==> config.mk <==
export PLATFORM = sky130hd
export DESIGN_NAME = pac_position_addressing
export DESIGN_NICKNAME = d
export VERILOG_FILES = /design/src/pac_pkg.sv /design/src/pac_frame_decoder.sv /design/src/pac_position_addressing.sv
export VERILOG_INCLUDE_DIRS = /design/src /design/src/src
export SDC_FILE = /design/constraint.sdc
export NUM_CORES = 1
export LEC_CHECK = 0
export ABC_AREA = 0
export BUFFER_PORTS_ARGS = -buffer_cell sky130_fd_sc_hd__buf_2
export CAP_MARGIN = 0
export CORE_MARGIN = 5
export CORE_UTILIZATION = 53
export DETAILED_ROUTE_END_ITERATION = 12
export PLACE_DENSITY = 0.86
export SYNTH_ARGS = -nofsm -noshare
export SYNTH_HDL_FRONTEND = slang
export SYNTH_SLANG_ARGS = --single-unit
==> constraint.sdc <==
create_clock -name clk -period 1.9 [get_ports clk]
set_input_delay 0.095 -clock clk [delete_from_list [all_inputs] [get_ports clk]]
set_output_delay 0.095 -clock clk [all_outputs]
set_load 0.01 [all_outputs]
==> src/pac_regs.svh <==
// Constants for the position addressing command interpreter
// Operation
// - Addressing requests come in the master request frame 0x3C with node address 0x7F, protocol control 0x06 and service 0xB5.
// - Assign request carries supplier identity in D1/D2, function 0x02/0x02 in D3/D4 and the new node address in D5.
// - On an assign request every capable slave runs its position measurement in the following break field.
// - After that break only the slave chosen by the measurement adopts the new node address; others keep theirs.
// - Store request has the same header and service bytes with D3 0x03, D4 0x02 and D5 unused at 0xFF.
// - On a store request every capable slave copies its assigned node address into non-volatile memory if present.
`ifndef PAC_REGS_SVH
`define PAC_REGS_SVH
`define PAC_FRAME_ID      6'h3C
`define PAC_BCAST_NAD     8'h7F
`define PAC_PCI           8'h06
`define PAC_SID           8'hB5
`define PAC_FN_ASSIGN     8'h02
`define PAC_FN_STORE      8'h03
`define PAC_FN_MSB        8'h02
`define PAC_D5_UNUSED     8'hFF
`define PAC_NAD_RESET     8'h7F
`define PAC_BYTE_IDX_W    3
`define PAC_LAST_BYTE     3'h7
`define PAC_IDX_NAD       3'h0
`define PAC_IDX_PCI       3'h1
`define PAC_IDX_SID       3'h2
`define PAC_IDX_D1        3'h3
`define PAC_IDX_D2        3'h4
`define PAC_IDX_D3        3'h5
`define PAC_IDX_D4        3'h6
`define PAC_IDX_D5        3'h7
`endif
==> src/pac_pkg.sv <==
// Types for the position addressing command interpreter
package pac_pkg;
    // One received frame byte with its position
    typedef struct packed {
        logic       frameStart;
        logic [5:0] frameId;
        logic       byteValid;
        logic [2:0] byteIdx;
        logic [7:0] byteData;
        logic       frameEnd;
        logic       frameOk;
    } pac_rx_t;

    // Decoded command
    typedef enum logic [1:0] {
        PAC_CMD_NONE   = 2'h0,
        PAC_CMD_ASSIGN = 2'h1,
        PAC_CMD_STORE  = 2'h2
    } pac_cmd_t;

    // Addressing state, one-hot
    typedef enum logic [2:0] {
        PAC_ST_IDLE    = 3'b001,
        PAC_ST_ARMED   = 3'b010,
        PAC_ST_MEASURE = 3'b100
    } pac_state_t;
endpackage

==> src/pac_frame_decoder.sv <==
// Byte checker that decodes one addressing request frame
`timescale 1ns/10ps
`include "pac_regs.svh"
module pac_frame_decoder #(
    parameter logic [15:0] SUPPLIER_ID = 16'h7FFF
) (
    input  wire logic          clk,
    input  wire logic          srst,
    input  wire pac_pkg::pac_rx_t rx,
    output logic               cmdValid,
    output pac_pkg::pac_cmd_t  cmdKind,
    output logic [7:0]         cmdNad
);
    import pac_pkg::*;

    logic       inFrame_ff;
    logic       match_ff;
    logic       isAssign_ff;
    logic       isStore_ff;
    logic [7:0] newNad_ff;
    logic       byteOk;

    // ============================================================
    // Per-byte comparison against expected request layout
    always_comb begin
        byteOk = 1'b1;
        case (rx.byteIdx)
            `PAC_IDX_NAD: byteOk = (rx.byteData == `PAC_BCAST_NAD);
            `PAC_IDX_PCI: byteOk = (rx.byteData == `PAC_PCI);
            `PAC_IDX_SID: byteOk = (rx.byteData == `PAC_SID);
            `PAC_IDX_D1:  byteOk = (rx.byteData == SUPPLIER_ID[7:0]);
            `PAC_IDX_D2:  byteOk = (rx.byteData == SUPPLIER_ID[15:8]);
            `PAC_IDX_D3:  byteOk = (rx.byteData == `PAC_FN_ASSIGN) || (rx.byteData == `PAC_FN_STORE);
            `PAC_IDX_D4:  byteOk = (rx.byteData == `PAC_FN_MSB);
            `PAC_IDX_D5:  byteOk = isAssign_ff || (rx.byteData == `PAC_D5_UNUSED);
            default:      byteOk = 1'b0;
        endcase
    end

    // ============================================================
    // Frame tracking; other identifiers are passed over untouched
    always_ff @(posedge clk) begin
        if (srst) begin
            inFrame_ff  <= 1'b0;
            match_ff    <= 1'b0;
            isAssign_ff <= 1'b0;
            isStore_ff  <= 1'b0;
            newNad_ff   <= 8'h00;
        end else if (rx.frameStart) begin
            inFrame_ff  <= (rx.frameId == `PAC_FRAME_ID);
            match_ff    <= 1'b1;
            isAssign_ff <= 1'b0;
            isStore_ff  <= 1'b0;
        end else if (inFrame_ff && rx.byteValid) begin
            match_ff <= match_ff && byteOk;
            if (rx.byteIdx == `PAC_IDX_D3) begin
                isAssign_ff <= (rx.byteData == `PAC_FN_ASSIGN);
                isStore_ff  <= (rx.byteData == `PAC_FN_STORE);
            end
            if (rx.byteIdx == `PAC_IDX_D5) begin
                newNad_ff <= rx.byteData;
            end
        end else if (rx.frameEnd) begin
            inFrame_ff <= 1'b0;
        end
    end

    // ============================================================
    // Command pulse at end of a good, fully matching frame
    always_ff @(posedge clk) begin
        if (srst) begin
            cmdValid <= 1'b0;
            cmdKind  <= PAC_CMD_NONE;
            cmdNad   <= 8'h00;
        end else begin
            cmdValid <= 1'b0;
            if (rx.frameEnd && inFrame_ff && rx.frameOk && match_ff) begin
                cmdValid <= isAssign_ff || isStore_ff;
                cmdKind  <= isAssign_ff ? PAC_CMD_ASSIGN :
                            (isStore_ff ? PAC_CMD_STORE : PAC_CMD_NONE);
                cmdNad   <= newNad_ff;
            end
        end
    end
endmodule

==> src/pac_position_addressing.sv <==
// Top of the position addressing command interpreter
`timescale 1ns/10ps
`include "pac_regs.svh"
module pac_position_addressing #(
    parameter logic [15:0] SUPPLIER_ID = 16'h7FFF, // Arbitrary value
    parameter logic        HAS_NVM     = 1'b1
) (
    input  wire logic             clk,
    input  wire logic             srst,
    input  wire pac_pkg::pac_rx_t rx,
    input  wire logic             breakActive,
    input  wire logic             measSelected,
    input  wire logic             measDone,
    input  wire logic             nvmBusy,
    output logic                  measStart,
    output logic                  measRun,
    output logic [7:0]            nodeAddress,
    output logic                  nodeAddressUpdated,
    output logic                  nvmWrite,
    output logic [7:0]            nvmData
);
    import pac_pkg::*;

    logic       cmdValid;
    pac_cmd_t   cmdKind;
    logic [7:0] cmdNad;
    pac_state_t state_ff;
    pac_state_t nxt_state;
    logic [7:0] pendNad_ff;
    logic       breakSeen_ff;
    logic       selLatch_ff;
    logic       storePend_ff;

    // ============================================================
    // Request decoding
    pac_frame_decoder #(
        .SUPPLIER_ID (SUPPLIER_ID)
    ) u_dec (
        .clk      (clk),
        .srst     (srst),
        .rx       (rx),
        .cmdValid (cmdValid),
        .cmdKind  (cmdKind),
        .cmdNad   (cmdNad)
    );

    // ============================================================
    // Addressing sequence: armed waits for the next break
    always_comb begin
        nxt_state = state_ff;
        case (state_ff)
            PAC_ST_IDLE: begin
                if (cmdValid && cmdKind == PAC_CMD_ASSIGN) begin
                    nxt_state = PAC_ST_ARMED;
                end
            end
            PAC_ST_ARMED: begin
                if (breakActive) begin
                    nxt_state = PAC_ST_MEASURE;
                end
            end
            PAC_ST_MEASURE: begin
                if (!breakActive) begin
                    nxt_state = PAC_ST_IDLE;
                end
            end
            default: nxt_state = PAC_ST_IDLE;
        endcase
    end

    always_ff @(posedge clk) begin
        if (srst) begin
            state_ff <= PAC_ST_IDLE;
        end else begin
            state_ff <= nxt_state;
        end
    end

    // Pending address kept until the break has ended
    always_ff @(posedge clk) begin
        if (srst) begin
            pendNad_ff <= 8'h00;
        end else if (state_ff == PAC_ST_IDLE && cmdValid && cmdKind == PAC_CMD_ASSIGN) begin
            pendNad_ff <= cmdNad;
        end
    end

    // ============================================================
    // Measurement control toward the shunt front end
    always_ff @(posedge clk) begin
        if (srst) begin
            measStart    <= 1'b0;
            measRun      <= 1'b0;
            breakSeen_ff <= 1'b0;
            selLatch_ff  <= 1'b0;
        end else begin
            measStart    <= (state_ff == PAC_ST_ARMED) && breakActive;
            measRun      <= (nxt_state == PAC_ST_MEASURE);
            breakSeen_ff <= (state_ff == PAC_ST_MEASURE);
            if (state_ff == PAC_ST_ARMED) begin
                selLatch_ff <= 1'b0;
            end else if (state_ff == PAC_ST_MEASURE && measDone) begin
                selLatch_ff <= measSelected;                  // Selection result
            end
        end
    end

    // ============================================================
    // Node address adoption after the break
    always_ff @(posedge clk) begin
        if (srst) begin
            nodeAddress        <= `PAC_NAD_RESET;
            nodeAddressUpdated <= 1'b0;
        end else begin
            nodeAddressUpdated <= 1'b0;
            if (state_ff == PAC_ST_MEASURE && !breakActive && selLatch_ff) begin
                nodeAddress        <= pendNad_ff;
                nodeAddressUpdated <= 1'b1;
            end
        end
    end

    // ============================================================
    // Copy to non-volatile memory on a store request
    always_ff @(posedge clk) begin
        if (srst) begin
            storePend_ff <= 1'b0;
            nvmWrite     <= 1'b0;
            nvmData      <= 8'h00;
        end else begin
            nvmWrite <= 1'b0;
            if (cmdValid && cmdKind == PAC_CMD_STORE && HAS_NVM) begin
                storePend_ff <= 1'b1;
            end else if (storePend_ff && !nvmBusy) begin
                storePend_ff <= 1'b0;
                nvmWrite     <= 1'b1;
                nvmData      <= nodeAddress;
            end
        end
    end
endmodule

; ---- After elaboration in Yosys (flattened, before gate mapping)
; Cells that the tools add are included.
[totals]
reg_bits = 56
input_bits = 27
output_inout_bits = 20
[classes]
eq_ne = 21
n_reduce_logical = 32
n_bitwise = 3
muxes = 16
[op_table]
columns = op, n
row1 = "equality test 3 bit, second input constant", 6
row2 = "equality test 8 x 2 -> 1 bit, second input constant", 2
row3 = "equality test 8 bit, second input constant", 2
row4 = logical AND 1 bit, 14
row5 = OR reduction 2 bit, 5
row6 = "equality test 3 x 2 -> 1 bit, second input constant", 3
row7 = two-way mux 1 bit, 9
row8 = two-way mux 3 bit, 3
row9 = one-hot mux 3 bit (3 select lines), 1
row10 = "equality test 8 x 3 -> 1 bit, second input constant", 1
row11 = "equality test 8 x 7 -> 1 bit, second input constant", 1
row12 = one-hot mux 1 bit (7 select lines), 1
row13 = "equality test 3 x 1 -> 1 bit, second input constant", 2
row14 = "equality test 6 bit, second input constant", 1
row15 = AND reduction 2 bit, 3
row16 = nonzero test 2 bit, 3
row17 = two-way mux 2 bit, 2
row18 = logical NOT 3 bit, 1
row19 = logical OR 1 bit, 3
row20 = NOT 1 bit, 3
row21 = AND reduction 3 bit, 1
row22 = "equality test 2 x 1 -> 1 bit, second input constant", 1
row23 = "equality test 2 bit, second input constant", 1
row24 = logical NOT 1 bit, 2
row25 = "!= test 2 bit, second input constant", 1

; ---- Logic depth before layout (Yosys ltp)
; Gate-level depths: netlist of run 1.
[depth]
word_depth = 6
depth_mapped = 6

; ---- By module
; A second synthesis of run 1 with hierarchy kept.
[hier_totals]
hier_cells = 265
area_unflattened_um2 = 2348.5
[by_module_without_submodules]
columns = module, seq_area_each_um2, area_each_um2, n_inst, cells_per_inst
row1 = pac_position_addressing, 660.6, 1306.3, 1, 141
row2 = pac_frame_decoder, 460.4, 1042.2, 1, 124

; ---- Worst setup path after synthesis of run 1
; OpenSTA, ideal clock, no wires.
[synth_path]
path_type = register to register
from = register state_ff[2]
to = register nodeAddress[0]
setup_slack_ps = 492
setup_time_ps = 120
arrival_ps = 1288
stages_incl_launch_ff = 6
path_buffers = 2
path_cell_list = dfxtp_1 buf_4 nor3b_2 nand3b_2 buf_2 a211o_1
[synth_between]
elab_chain_len = 3
[synth_rtl]
columns = element, line_no
row1 = from (decl), pac_position_addressing.sv:27  ; pac_state_t state_ff;
row2 = from (signal assigned), pac_position_addressing.sv:75  ; state_ff <= nxt_state;
row3 = equality test 3 bit, pac_position_addressing.sv:116  ; if (state_ff == PAC_ST_MEASURE && !breakActive && selLatch_ff) begin
row4 = logical AND 1 bit (2 in series), pac_position_addressing.sv:116
row5 = to (signal assigned), pac_position_addressing.sv:112  ; nodeAddress <= `PAC_NAD_RESET;
row6 = to (signal assigned), pac_position_addressing.sv:117  ; nodeAddress <= pendNad_ff;
row7 = to (decl), pac_position_addressing.sv:17  ; output logic [7:0] nodeAddress,
; Every way passes these cells.
; A chain may end at the register's enable or synchronous reset.

; ---- Worst setup path after layout of run 1
[layout_path]
from = register state_ff[2]
to = register nodeAddress[1]
; The elaborated chain is that of the path after synthesis.

==> out/summary.md, run 1 <==
The run finished with clean final reports. Detailed placement finished with a half-perimeter wire length of 3100 um. Adding up every negative setup slack in the final design gives 0 ns.

The tools report the master cell of the clock root buffer as clkbuf_8. Area inside the core boundary: 4060 um2. After detailed routing, the number of remaining DRC violations is 0. The tools report the maximum count of clock buffers along a single path as 2.

Between clock sinks in the finished design, the worst skew comes to 0.00565 ns. The mapped netlist covers 2250 um2. The worst register-to-register path has a depth of 3.

The post-route netlist has 21.6% of its cells at a drive strength greater than 1. Headroom to the max-slew limit came out at 67.0%. The cell total after placement was 330; the post-CTS setup buffer count was 0. The logs give 340 for the count of fill cells added during filler insertion and 0 for the count of final setup violators. The run gives 60.7% as the fraction of power consumed by sequential logic.

The internal portion of the total power is 0.00154 W. The final layout contains 314 nets. Counting the buffers created by CTS gives 5.

Relative to the synthesized area, the layout overhead comes to 15.9%. Dividing total power by cell area gives a power density of 743 nW/um2. The tools report the hold-fix buffer count after cts as 0. The run gives 337 as the post-layout instance count excluding filler cells. In this run, the clock network consumes 34.7% of the power. During placement, the flow inserted port buffers numbering 46. The first routing iteration left 67 violations. Setup repair after global routing left no endpoint under its margin. The run gives 0 as the number of hold violations in the final report. The number of cells produced by synthesis was 244.

The number of antenna violations at the first check in global routing came out at 0. Wire length of the first global-routing pass: 7180 um. Yosys attributes the largest share of cell area to dfxtp_1 (50%), mux2i_1 (13%), nor2_1 (6.5%), nand2_1 (3.7%), a21oi_1 (2.9%).

Critical-path maximum fanout: 16. The clock-pin transition on the worst setup and hold timing paths works out to 0.09 ns. STA classifies the critical path startpoint as a flip-flop. The maximum level of the CTS H-tree was 2; the total via count after detailed routing was 1805. The clock drives 56 sinks. The tools report the global router's overall resource usage as 16.4%.

In the routed layout, each cell is associated on average with a via count of 5.36. The mean area per synthesized cell works out to 9.23 um2. The actual slew at the worst max-slew pin works out to 0.494 ns. Data on the critical path arrives at its endpoint at 1.78 ns. The floorplan has 23 rows. The logs give 0 for the final count of pins violating max slew and 5650 um2 for the overall die area.

The tools report the number of global-route vias before repair as 1726. Endpoint type of the worst setup path: a flip-flop. The number of cells on the worst hold path was 3; the routed wire length per instance was 12.8 um.

In the layout the commonest cells are dfxtp_1 (56), buf_2 (46), nor2_1 (39). The worst setup path is of the reg -> reg kind. Entering global routing, the biggest net connects 29 pins. The analysis attributes to cell leakage a power of 1.01 nW. Combinational power share: 4.7%. Across the run, the number of max-cap violations was 0. In this run the power spent charging and discharging nets is 0.000401 W. The library cell used most frequently in the layout, excluding fill and tap cells, is dfxtp_1. The switching power as a share of total power is 20.7%.

In this run, distinct cell masters in the synthesized netlist total 36. The total overflow left after global routing is 0. Once the floorplan was initialized, standard cells occupied 55.5% of the core. The count of nets left with antenna violations once routing finished came out at 0. The aggregate routed wire length was 4320 um. The finished cells cover 2610 um2. For this run, the detailed router's first-pass iteration total came to 4. In this run the worst hold path is classified as in -> reg.

The maximum vdd drop is 0.601 mV, and the later-pin clock latency in the skew report is 0.30 ns. TritonCTS built the clock tree. In this run the count of I/O pins placed on the die edge is 47. The library cell with the largest summed area after synthesis was dfxtp_1. The floorplan step set the die width to 75.2 um. The synthesized design devotes to its leading area cell type 49.8% of total area.

Sequential elements use 49.8% of the synthesized area. For this run, the number of Yosys warnings is 0. When the netlist entered floorplanning its net count stood at 271. The height of the die works out to 75.2 um. Once placement finished, the instance area stood at 2510 um2. Smallest hold slack: 0.0428 ns. The routed design could run at a clock period as short as 1.59 ns. The number of storage elements in the synthesis netlist is 56. The run gives 0 as the count of cells resized by post-cts repair. Cells fill 64.3% of the core in the end. Dividing the final minimum period by the clock period gives 83.5%. At the end of routability-driven placement, the weighted congestion stood at 0.780. The tools report the data required time at the worst endpoint as 2.09 ns. The fmax came out at 0.630 GHz.

The number of antenna repair diodes is 0.
cells by family (layout without fill, tap and decap cells):
family	count (synthesis)	count (layout)	synth area share, %
AOI/OAI and AO/OA	29	29	8.67
DFF	56	56	49.8
xor gates and xnor gates	2	2	0.778
buffers and inverters	22	65	4.06
muxes	29	29	12.9
and+or+nand+nor	106	106	23.8
flip-flops by register name (all words and copies together), names as in the netlist, 2 cells and up:
signal           flops
nodeAddress          8
nvmData              8
pendNad_ff           8
state_ff             3
u_dec.cmdKind        2
u_dec.cmdNad         8
u_dec.newNad_ff      8
power groups by stage:
| stage | clock network (W) | registers (W) | logic [W] |
|---|---|---|---|
| after global placement | 0 | 0.00120 | 0.0000891 |
| after floorplan | 0 | 0.00120 | 0.0000422 |
| final | 0.000671 | 0.00118 | 0.0000906 |
| after CTS | 0.000695 | 0.00118 | 0.0000903 |
| after detailed placement | 0 | 0.00120 | 0.0000900 |
| after global routing | 0.000731 | 0.00118 | 0.000101 |
per-layer routing:
layer	share of wire (%)	vias to the layer above	global-route usage [%]
met5	0	-	0
met4	1.5	0	6.02
met3	5.8	8	4.67
met2	48	37	28.4
met1	45	830	19.2
li1	-	930	-
synth_stat cells (all sizes together):
| cell type | n |
|---|---|
| a211o | 7 |
| a211oi | 1 |
| a21oi | 13 |
| a22oi | 1 |
| a31oi | 1 |
| a32o | 1 |
| and4 | 1 |
| buf | 5 |
| clkbuf | 9 |
| dfxtp | 56 |
| inv | 8 |
| mux2i | 29 |
| nand2 | 22 |
| nand2b | 5 |
| nand3 | 3 |
| nand3b | 5 |
| nand4 | 6 |
| nand4b | 2 |
| nor2 | 39 |
| nor2b | 1 |
| nor3 | 13 |
| nor3b | 5 |
| nor4 | 1 |
| o2111ai | 1 |
| o21ai | 2 |
| o21bai | 1 |
| o22ai | 1 |
| or2 | 1 |
| or3 | 1 |
| or4 | 1 |
| xnor2 | 1 |
| xor2 | 1 |
through the flow:
| stage | setup slack (ns) | total power [W] |
|---|---|---|
| global route | 0.183 | 0.00201 |
| finish | 0.314 | 0.00194 |
| detailed placement | 0.326 | 0.00129 |
| global placement | 0.388 | 0.00129 |
| CTS | 0.307 | 0.00196 |
| floorplan | 0.492 | 0.00124 |
final timing paths:
| check | endpoint | from | slack [ns] |
|---|---|---|---|
| hold reg to reg | u_dec.cmdNad[0] | u_dec.newNad_ff[0] | 0.46 |
| hold / removal | storePend_ff | nvmBusy | 0.04 |
| setup reg to reg | nodeAddress[1] | state_ff[2] | 0.31 |
| setup / recovery | nodeAddress[1] | state_ff[2] | 0.31 |
final cells by class:
class | instances | area, um2 | area share, %
clock buffer | 7 | 96.3 | 3.69
inverter | 8 | 30.0 | 1.15
multi-input combinational | 166 | 1040 | 39.8
sequential | 56 | 1120 | 43.0
tap | 50 | 62.6 | 2.40
timing repair buffer | 50 | 260 | 9.98
critical path: stages (launching register included):
cell      delay, ns
dfxtp_1        0.49
nor3b_2        0.31
nand3b_2       0.31
a211o_1        0.37
(Power assumes the default switching activity.)
==> inputs of run 2 (changes only) <==
--- a/config.mk
+++ b/config.mk
@@ -6,13 +6,13 @@
 export SDC_FILE = /design/constraint.sdc
 export NUM_CORES = 1
 export LEC_CHECK = 0
-export ABC_AREA = 0
+export ABC_AREA = 1
 export BUFFER_PORTS_ARGS = -buffer_cell sky130_fd_sc_hd__buf_2
 export CAP_MARGIN = 0
 export CORE_MARGIN = 5
-export CORE_UTILIZATION = 53
+export CORE_UTILIZATION = 48
 export DETAILED_ROUTE_END_ITERATION = 12
-export PLACE_DENSITY = 0.86
+export PLACE_DENSITY = 0.82
 export SYNTH_ARGS = -nofsm -noshare
 export SYNTH_HDL_FRONTEND = slang
 export SYNTH_SLANG_ARGS = --single-unit
==> constraint.sdc (replaced) <==
create_clock -name clk -period 1.35 [get_ports clk]
set_input_delay 0.0675 -clock clk [delete_from_list [all_inputs] [get_ports clk]]
set_output_delay 0.0675 -clock clk [all_outputs]
set_load 0.01 [all_outputs]
==> out/summary.md, run 2 <==
The floorplan step set the die height to 78.9 um. The share of total power dissipated in sequential elements is 61.6%. Summing all flip-flop and latch instances after layout gives 1120 um2. After clock tree synthesis, the clock-pin slew on the worst setup and hold paths is 0.10 ns. The iteration count of the initial detailed-routing pass came out at 4. From left edge to right edge, the die measures 78.9 um. In this run the register-to-register setup slack is 0.13 ns. Power spread over the standard cell area amounts to 1010 nW/um2. The count of input and output buffers was 46. The root buffer cell chosen for the clock tree is clkbuf_8. Net switching is 22.9% of the power.

The worst hold path begins at measSelected. The path class of the tightest hold or removal check is in -> reg. The number of warnings reported in the yosys synthesis log was 0; the maximum level of the CTS H-tree was 2.

Counting every net in the synthesized netlist gives 338. In the layout the commonest cells are nor2_1 (76), dfxtp_1 (56), nand2_1 (47). STA classifies the critical path endpoint as a flip-flop. Number of storage elements in the synthesis netlist: 56.

The leakage power was 1.27 nW. The number of buffers created by CTS is 5. For this run, the total global-route usage over all layers was measured as 15.4%. At the pin with the least slew margin, the transition time is 0.353 ns.

The multi-input gate area in the final layout was 995 um2; the remaining max-slew budget at the tightest pin was 76.4%. The wire length of the first global-routing pass came out at 7790 um. In this run the cell area of the synthesized design comes to 2280 um2.

After clock tree synthesis, the repair step resized 0 gates. The number of hold violations in the final report was 0. The path with the worst hold slack has its endpoint at selLatch_ff. From synthesis to final layout, the design area changed by 17.2%.

The routed design has 4460 um of wire. In this run the count of I/O pins placed on the die edge is 47. 0 antenna diodes ended up in the layout. Critical path data arrival time: 1.48 ns.

In the final design database the tool counted 390 nets. For the number of antenna violations at the first check in global routing, the log shows 0. Most common flop cell mapped by yosys: dfxtp_1. The run finished with clean final reports. The max-capacitance violation count came out at 0. Ranked by instance count, the synthesized netlist is headed by nor2_1 (76), dfxtp_1 (56), nand2_1 (47), o21ai_0 (32), inv_1 (21). The tools report the post-CTS setup buffer count as 0. The routed wire length per instance is 10.7 um.

The analysis attributes to net switching a power of 0.000614 W. TritonCTS built the clock tree. Critical path class: reg -> reg. The setup slack after layout is 0.131 ns. The worst register-to-register path begins at state_ff[0].

Routability-driven placement finished with a final weighted congestion of 0.856. Synthesis instantiated 25 different standard cells from the library. The share of the core filled with cells was 57.3%. In this run the critical register-to-register path is captured at pendNad_ff[2].

The maximum count of clock buffers along a single path was 2; the depth of the most critical reg-to-reg path was 7. The routed layout has 2044 vias. The later pin in the worst-skew pair is clocked with a latency of 0.31 ns. For the part of the Yosys area used for sequential elements, the log shows 49.2%.

Ranked by total cell area, the synthesized netlist is headed by dfxtp_1 (49%), nor2_1 (13%), nand2_1 (7.7%), o21ai_0 (7.0%), nand3_1 (4.2%). The cell internal power dissipation is 0.00207 W, and the post-route clock period utilization is 90.3%. Across all hold checks on the routed design, the worst slack comes to 0.00964 ns. For the setup skew after layout, the log shows 0.00996 ns. The wire-length estimate of the detail-placed layout is 3290 um.

Setup total negative slack: 0 ns. The startpoint of the most critical setup path was state_ff[0]. OpenSTA, run right after detailed placement, puts the worst setup slack at 0.134 ns. The number of cells produced by synthesis is 311, and the mean area per synthesized cell is 7.32 um2.

Fill cells in the final layout number 466. The final period demand of the worst path came out at 1.22 ns. The data required time at the worst endpoint is 1.61 ns, and the post-layout instance count excluding filler cells is 418.

Of the total power, the clock network draws 32.8%. Cells with a size suffix above 1 make up 22.0% of the layout. The number of global-route vias before repair came out at 1865.

The run gives 406 as the cell total after placement. Entering global routing, the biggest net connects 43 pins. The run gives 0.422 mV as the maximum vdd drop. For this configuration, the core starts out at a cell density of 48.9%.

The detailed router finished its first iteration with 66 violations. The detail route stage leaves a number of antenna-violating nets equal to 0. Startpoint kind of the worst setup timing path: a flip-flop. After clock tree synthesis, the flow added hold-fix buffers numbering 0. Counting flops with a built-in enable in the synthesized netlist gives 0. The critical-path maximum fanout is 7, and the count of final setup violators is 0. The die covers 6220 um2. The share of Yosys cell area claimed by the top area cell type was 49.2%. The via count normalized by instance count was 4.89; the combinational power share was 5.7%. For the final count of pins violating max slew, the log shows 0. The total grt overflow is 0, and the number of cells on the worst hold path is 3.

nor2_1 is the most common cell in the netlist. The fraction of registers with async set/reset is 0%. Leaving out fill and tap cells, the most frequent cell in the layout is nor2_1.

The core region is 4660 um2. The synthesized design spends more area on one cell type than any other, namely dfxtp_1. The number of DRC violations after detailed routing is 0, and the fmax is 0.820 GHz. The number of core rows came out at 25.

Setup repair after global routing left no endpoint under its margin. The clock drives 56 sinks.
run 2: how the worst max path moves through the flow:
stage / endpoint / cells after the start
finish: pendNad_ff[2] / 7
global route: pendNad_ff[1] / 7
CTS: pendNad_ff[3] / 7
detailed placement: pendNad_ff[3] / 6
global placement: nvmData[7] / 6
floorplan: pendNad_ff[0] / 6
run 2: power by group through the flow:
stage / combinational [W] / clock, W / sequential [W]
3_5_place_dp: 0.000152 / 0 / 0.00169
2_1_floorplan: 0.0000850 / 0 / 0.00169
3_3_place_gp: 0.000148 / 0 / 0.00169
5_1_grt: 0.000174 / 0.000971 / 0.00166
6_report: 0.000152 / 0.000881 / 0.00165
4_1_cts: 0.000152 / 0.000911 / 0.00165
run 2: layout make-up:
type	count	share of cell area (%)
Sequential cell	56	42.0
Tap cell	54	2.53
Timing Repair Buffer	53	10.6
Inverter	30	4.31
Clock buffer	5	2.58
Multi-Input combinational cell	217	37.3
Clock inverter	3	0.703
run 2: worst max-delay path, cell delays in order (launching register included):
cell	delay (ns)
dfxtp_1	0.35
inv_1	0.08
nor3_2	0.16
inv_2	0.08
nor2_4	0.19
buf_4	0.14
o21ai_0	0.08
nor2_1	0.10
run 2: kinds of logic (layout without fill, tap and decap cells):
| group | count (synthesis) | count (layout) | share of synthesized area [%] |
|---|---|---|---|
| buf+inv | 38 | 91 | 7.09 |
| flops | 56 | 56 | 49.2 |
| simple gates | 160 | 160 | 30.4 |
| compound gates | 57 | 57 | 13.3 |
run 2: per-layer routing:
layer / part of all wire (%) / track usage (%)
met1: 46 / 18.2
met2: 47 / 26.7
met3: 5.1 / 3.97
met4: 1.7 / 5.67
met5: 0 / 0
run 2: per-stage QoR:
step	area (um2)	total power [W]
finish	2670	0.00269
floorplan	2280	0.00178
global route	2670	0.00280
detailed placement	2550	0.00185
global placement	2550	0.00184
CTS	2640	0.00272
==> inputs of run 3 (changes only) <==
--- a/config.mk
+++ b/config.mk
@@ -10,9 +10,10 @@
 export BUFFER_PORTS_ARGS = -buffer_cell sky130_fd_sc_hd__buf_2
 export CAP_MARGIN = 0
 export CORE_MARGIN = 5
-export CORE_UTILIZATION = 48
+export CORE_UTILIZATION = 49
 export DETAILED_ROUTE_END_ITERATION = 12
-export PLACE_DENSITY = 0.82
+export PLACE_DENSITY = 0.83
 export SYNTH_ARGS = -nofsm -noshare
 export SYNTH_HDL_FRONTEND = slang
+export SYNTH_HIERARCHICAL = 1
 export SYNTH_SLANG_ARGS = --single-unit
==> out/summary.md, run 3 <==
The cell internal power dissipation was 0.00213 W; the met3 capacity usage during global routing was 4.85%. The number of cells produced by synthesis is 329, and the number of distinct library cell variants in the gate-level netlist after synthesis is 27. Of the post-synthesis cell area, the dominant cell type holds 47.5%. The detailed router finished its first iteration with 75 violations. After detailed routing, the average wire length per cell comes to 10.4 um.

The area of the mapped netlist was 2360 um2; the part of the Yosys area used for sequential elements was 47.5%. The run gives 0 as the number of antenna violations at the first check in global routing. The run gives 0 as the number of hold violations in the final report. After routing, the total negative slack on setup checks comes to 0 ns. For this run, global-route usage on met1 was measured as 17.2%.

Fraction of registers with async set/reset: 0%. The tool flagged a number of max-cap violations equal to 0. The run gives 25 as the number of core rows. The H-tree generated during clock tree synthesis spans 2 levels. The synthesized design contains 0 enable-type register cells.

The number of storage elements in the synthesis netlist came out at 56. The worst path in the final design needs a cycle of 1.17 ns, including I/O delays and setup. The layout has 461 filler cells. After synthesis, the most frequently instantiated cells are nand2_1 (69), nor2_1 (65), dfxtp_1 (56), nand3_1 (32), inv_1 (30). The most common cell in the synthesized netlist is nand2_1.

For the pin with the worst max-slew slack, the measured transition is 0.419 ns. The logs give 25.6% for the global routing usage on met2 and 356 for the number of nets produced by synthesis. Net switching is 22.8% of the power. The tools report the count of final setup violators as 0. The run gives 0 as the number of DRC violations after detailed routing. Cell with the most instances on the worst path: nand2_1. The later-pin clock latency in the skew report is 0.31 ns, and the power per cell area is 999 nW/um2. Most crowded layer after global routing: met2.

The library cells used most frequently in the layout, excluding fill and tap cells, are nand2_1 (69), nor2_1 (65), dfxtp_1 (56). The flow ran to the end, and the final reports show no timing, DRC or antenna violations. The share of total power dissipated in sequential elements is 60.0%. From bottom edge to top edge, the die measures 79.4 um. In this run the post-CTS setup repair buffer count came out at 0.

The analysis attributes to cell leakage a power of 1.27 nW. The logs give 0.00276 W for the overall power and 1.57 ns for the data required time at the worst endpoint. The reported net switching power came out at 0.000628 W.

The run gives 0 as the number of antenna repair diodes. The slowest library cell on the worst path is dfxtp_1. Clock-pin slew was measured on the worst setup and hold paths at 0.10 ns. The share of cells above drive strength 1 works out to 21.0%. The number of nets in the layout is 407. Routability-driven placement finished with a final weighted congestion of 0.812. The setup skew after layout came out at 0.00478 ns. Of the available clock period, the critical path in the final layout requires 87.0%. For the maximum vdd drop, the log shows 0.420 mV.

The library cell with the largest summed area after synthesis was dfxtp_1. A synthesized cell averages 7.18 um2. The clock network accounts for 34.5% of the total power. The initial utilization of the core area, before any placement, comes to 50.3%.

STA classifies the critical path startpoint as a flip-flop. The tightest min-delay check is of the in -> reg type. The tools report the count of clock tree sinks as 56. The share of total power dissipated in combinational logic is 5.5%. The run gives 7580 um as the wire length of the first global-routing pass.

The tools report the number of warnings reported in the yosys synthesis log as 6. Ranked by total cell area, the synthesized netlist is headed by dfxtp_1 (47%), nand2_1 (11%), nor2_1 (10%), nand3_1 (6.8%), inv_1 (4.8%). For the number of buffers created by CTS, the log shows 5.

TritonCTS built the clock tree. The number of global-route vias before repair is 1834, and the maximum count of clock buffers along a single path is 2. The logs give 0 for the total grt overflow and 2111 for the total via count after detailed routing. The largest single stage delay on the critical path is 0.39 ns. The iteration count of the initial detailed-routing pass came out at 4.

Detailed placement finished with a half-perimeter wire length of 3480 um. Entering global routing, the biggest net connects 19 pins. The critical path data arrival time was 1.39 ns.

The cell sitting at the root of the clock tree is a clkbuf_8. Global routing used 15.0% of the available tracks across all layers. The area growth from synthesis to layout is 17.0%. The most used flip-flop cell after synthesis is dfxtp_1. The endpoint type of the worst setup path is a flip-flop. The critical path goes through inv_2 -> nand3_2 -> nor2_4 -> nand2_1 -> nand2_1 -> nor2_1. Setup repair after global routing left no endpoint under its margin.

On the critical path the largest part of the delay comes from simple AND/OR/NAND/NOR gates. The boundary pin count was 47. The critical-path maximum fanout is 16, and the final count of pins violating max slew is 0.

Count of input and output buffers: 46. The area inside the core boundary was 4690 um2; the fmax was 0.852 GHz. Commonest non-fill, non-tap cell in the layout: nand2_1. The setup path with the least slack is of type reg -> reg. The overall die area came out at 6310 um2. The aggregate routed wire length was 4510 um. The detail route stage leaves a number of antenna-violating nets equal to 0. The worst path buffer plus inverter count was 1. The run gives 72.0% as the remaining max-slew budget at the tightest pin. The via count normalized by instance count was 4.85; the x dimension of the die was 79.4 um.
## run 3: repair_timing
action | CTS | global route
hold buffers | 1 | 0
endpoints found under the hold margin | 1 | 0
gates resized for setup | 0 | 0
## run 3: worst register-to-register path: cells and delay by family (launching register included)
| kind | cells | cell delay (ns) |
|---|---|---|
| flops | 1 | 0.39 |
| buf+inv | 1 | 0.10 |
| simple gates | 5 | 0.60 |
## run 3: worst paths after layout
check	from	end	slack, ns	cells after the start
setup / recovery	state_ff[2]	pendNad_ff[5]	0.18	6
hold reg to reg	storePend_ff	storePend_ff	0.46	2
hold / removal	nvmBusy	storePend_ff	0.01	3
setup reg to reg	state_ff[2]	pendNad_ff[5]	0.18	6
## run 3: stage by stage
stage | cell area [um2] | util [%] | hold slack, ns | setup WS [ns] | instances
after floorplan | 2360 | - | 0.137 | 0.321 | 329
after global placement | 2650 | 56.6 | 0.337 | 0.226 | 426
after detailed placement | 2650 | 56.6 | 0.337 | 0.177 | 426
after CTS | 2760 | 58.9 | 0.000140 | 0.162 | 435
after global routing | 2760 | 58.9 | 0.00745 | 0.0548 | 435
final | 2760 | 58.9 | 0.0138 | 0.176 | 435
## run 3: area by class of cell
cell class / instances / area, um2 / area share [%]
Clock buffer: 6 / 82.6 / 2.99
Sequential cell: 56 / 1120 / 40.6
Multi-Input combinational cell: 230 / 1060 / 38.4
Tap cell: 54 / 67.6 / 2.45
Inverter: 35 / 136 / 4.94
Clock inverter: 2 / 15.0 / 0.544
Timing Repair Buffer: 52 / 278 / 10.1
## run 3: cells by family (layout without fill, tap and decap cells)
family	Yosys count	in the layout	share of synthesized area, %
simple gates	189	189	35.3
buf+inv	43	95	7.58
compound gates	41	41	9.65
flops	56	56	47.5
## run 3: metal layers
layer / wire length [um] / part of all wire, %
met2: 2080 / 46
met1: 2100 / 46
met5: 0 / 0
met4: 66 / 1.5
met3: 264 / 5.8
## run 3: power groups by stage
stage	clock [W]	sequential [W]	combinational, W
4_1_cts	0.000982	0.00165	0.000154
3_5_place_dp	0	0.00169	0.000152
6_report	0.000950	0.00165	0.000153
2_1_floorplan	0	0.00169	0.0000815
3_3_place_gp	0	0.00169	0.000149
5_1_grt	0.00104	0.00166	0.000176
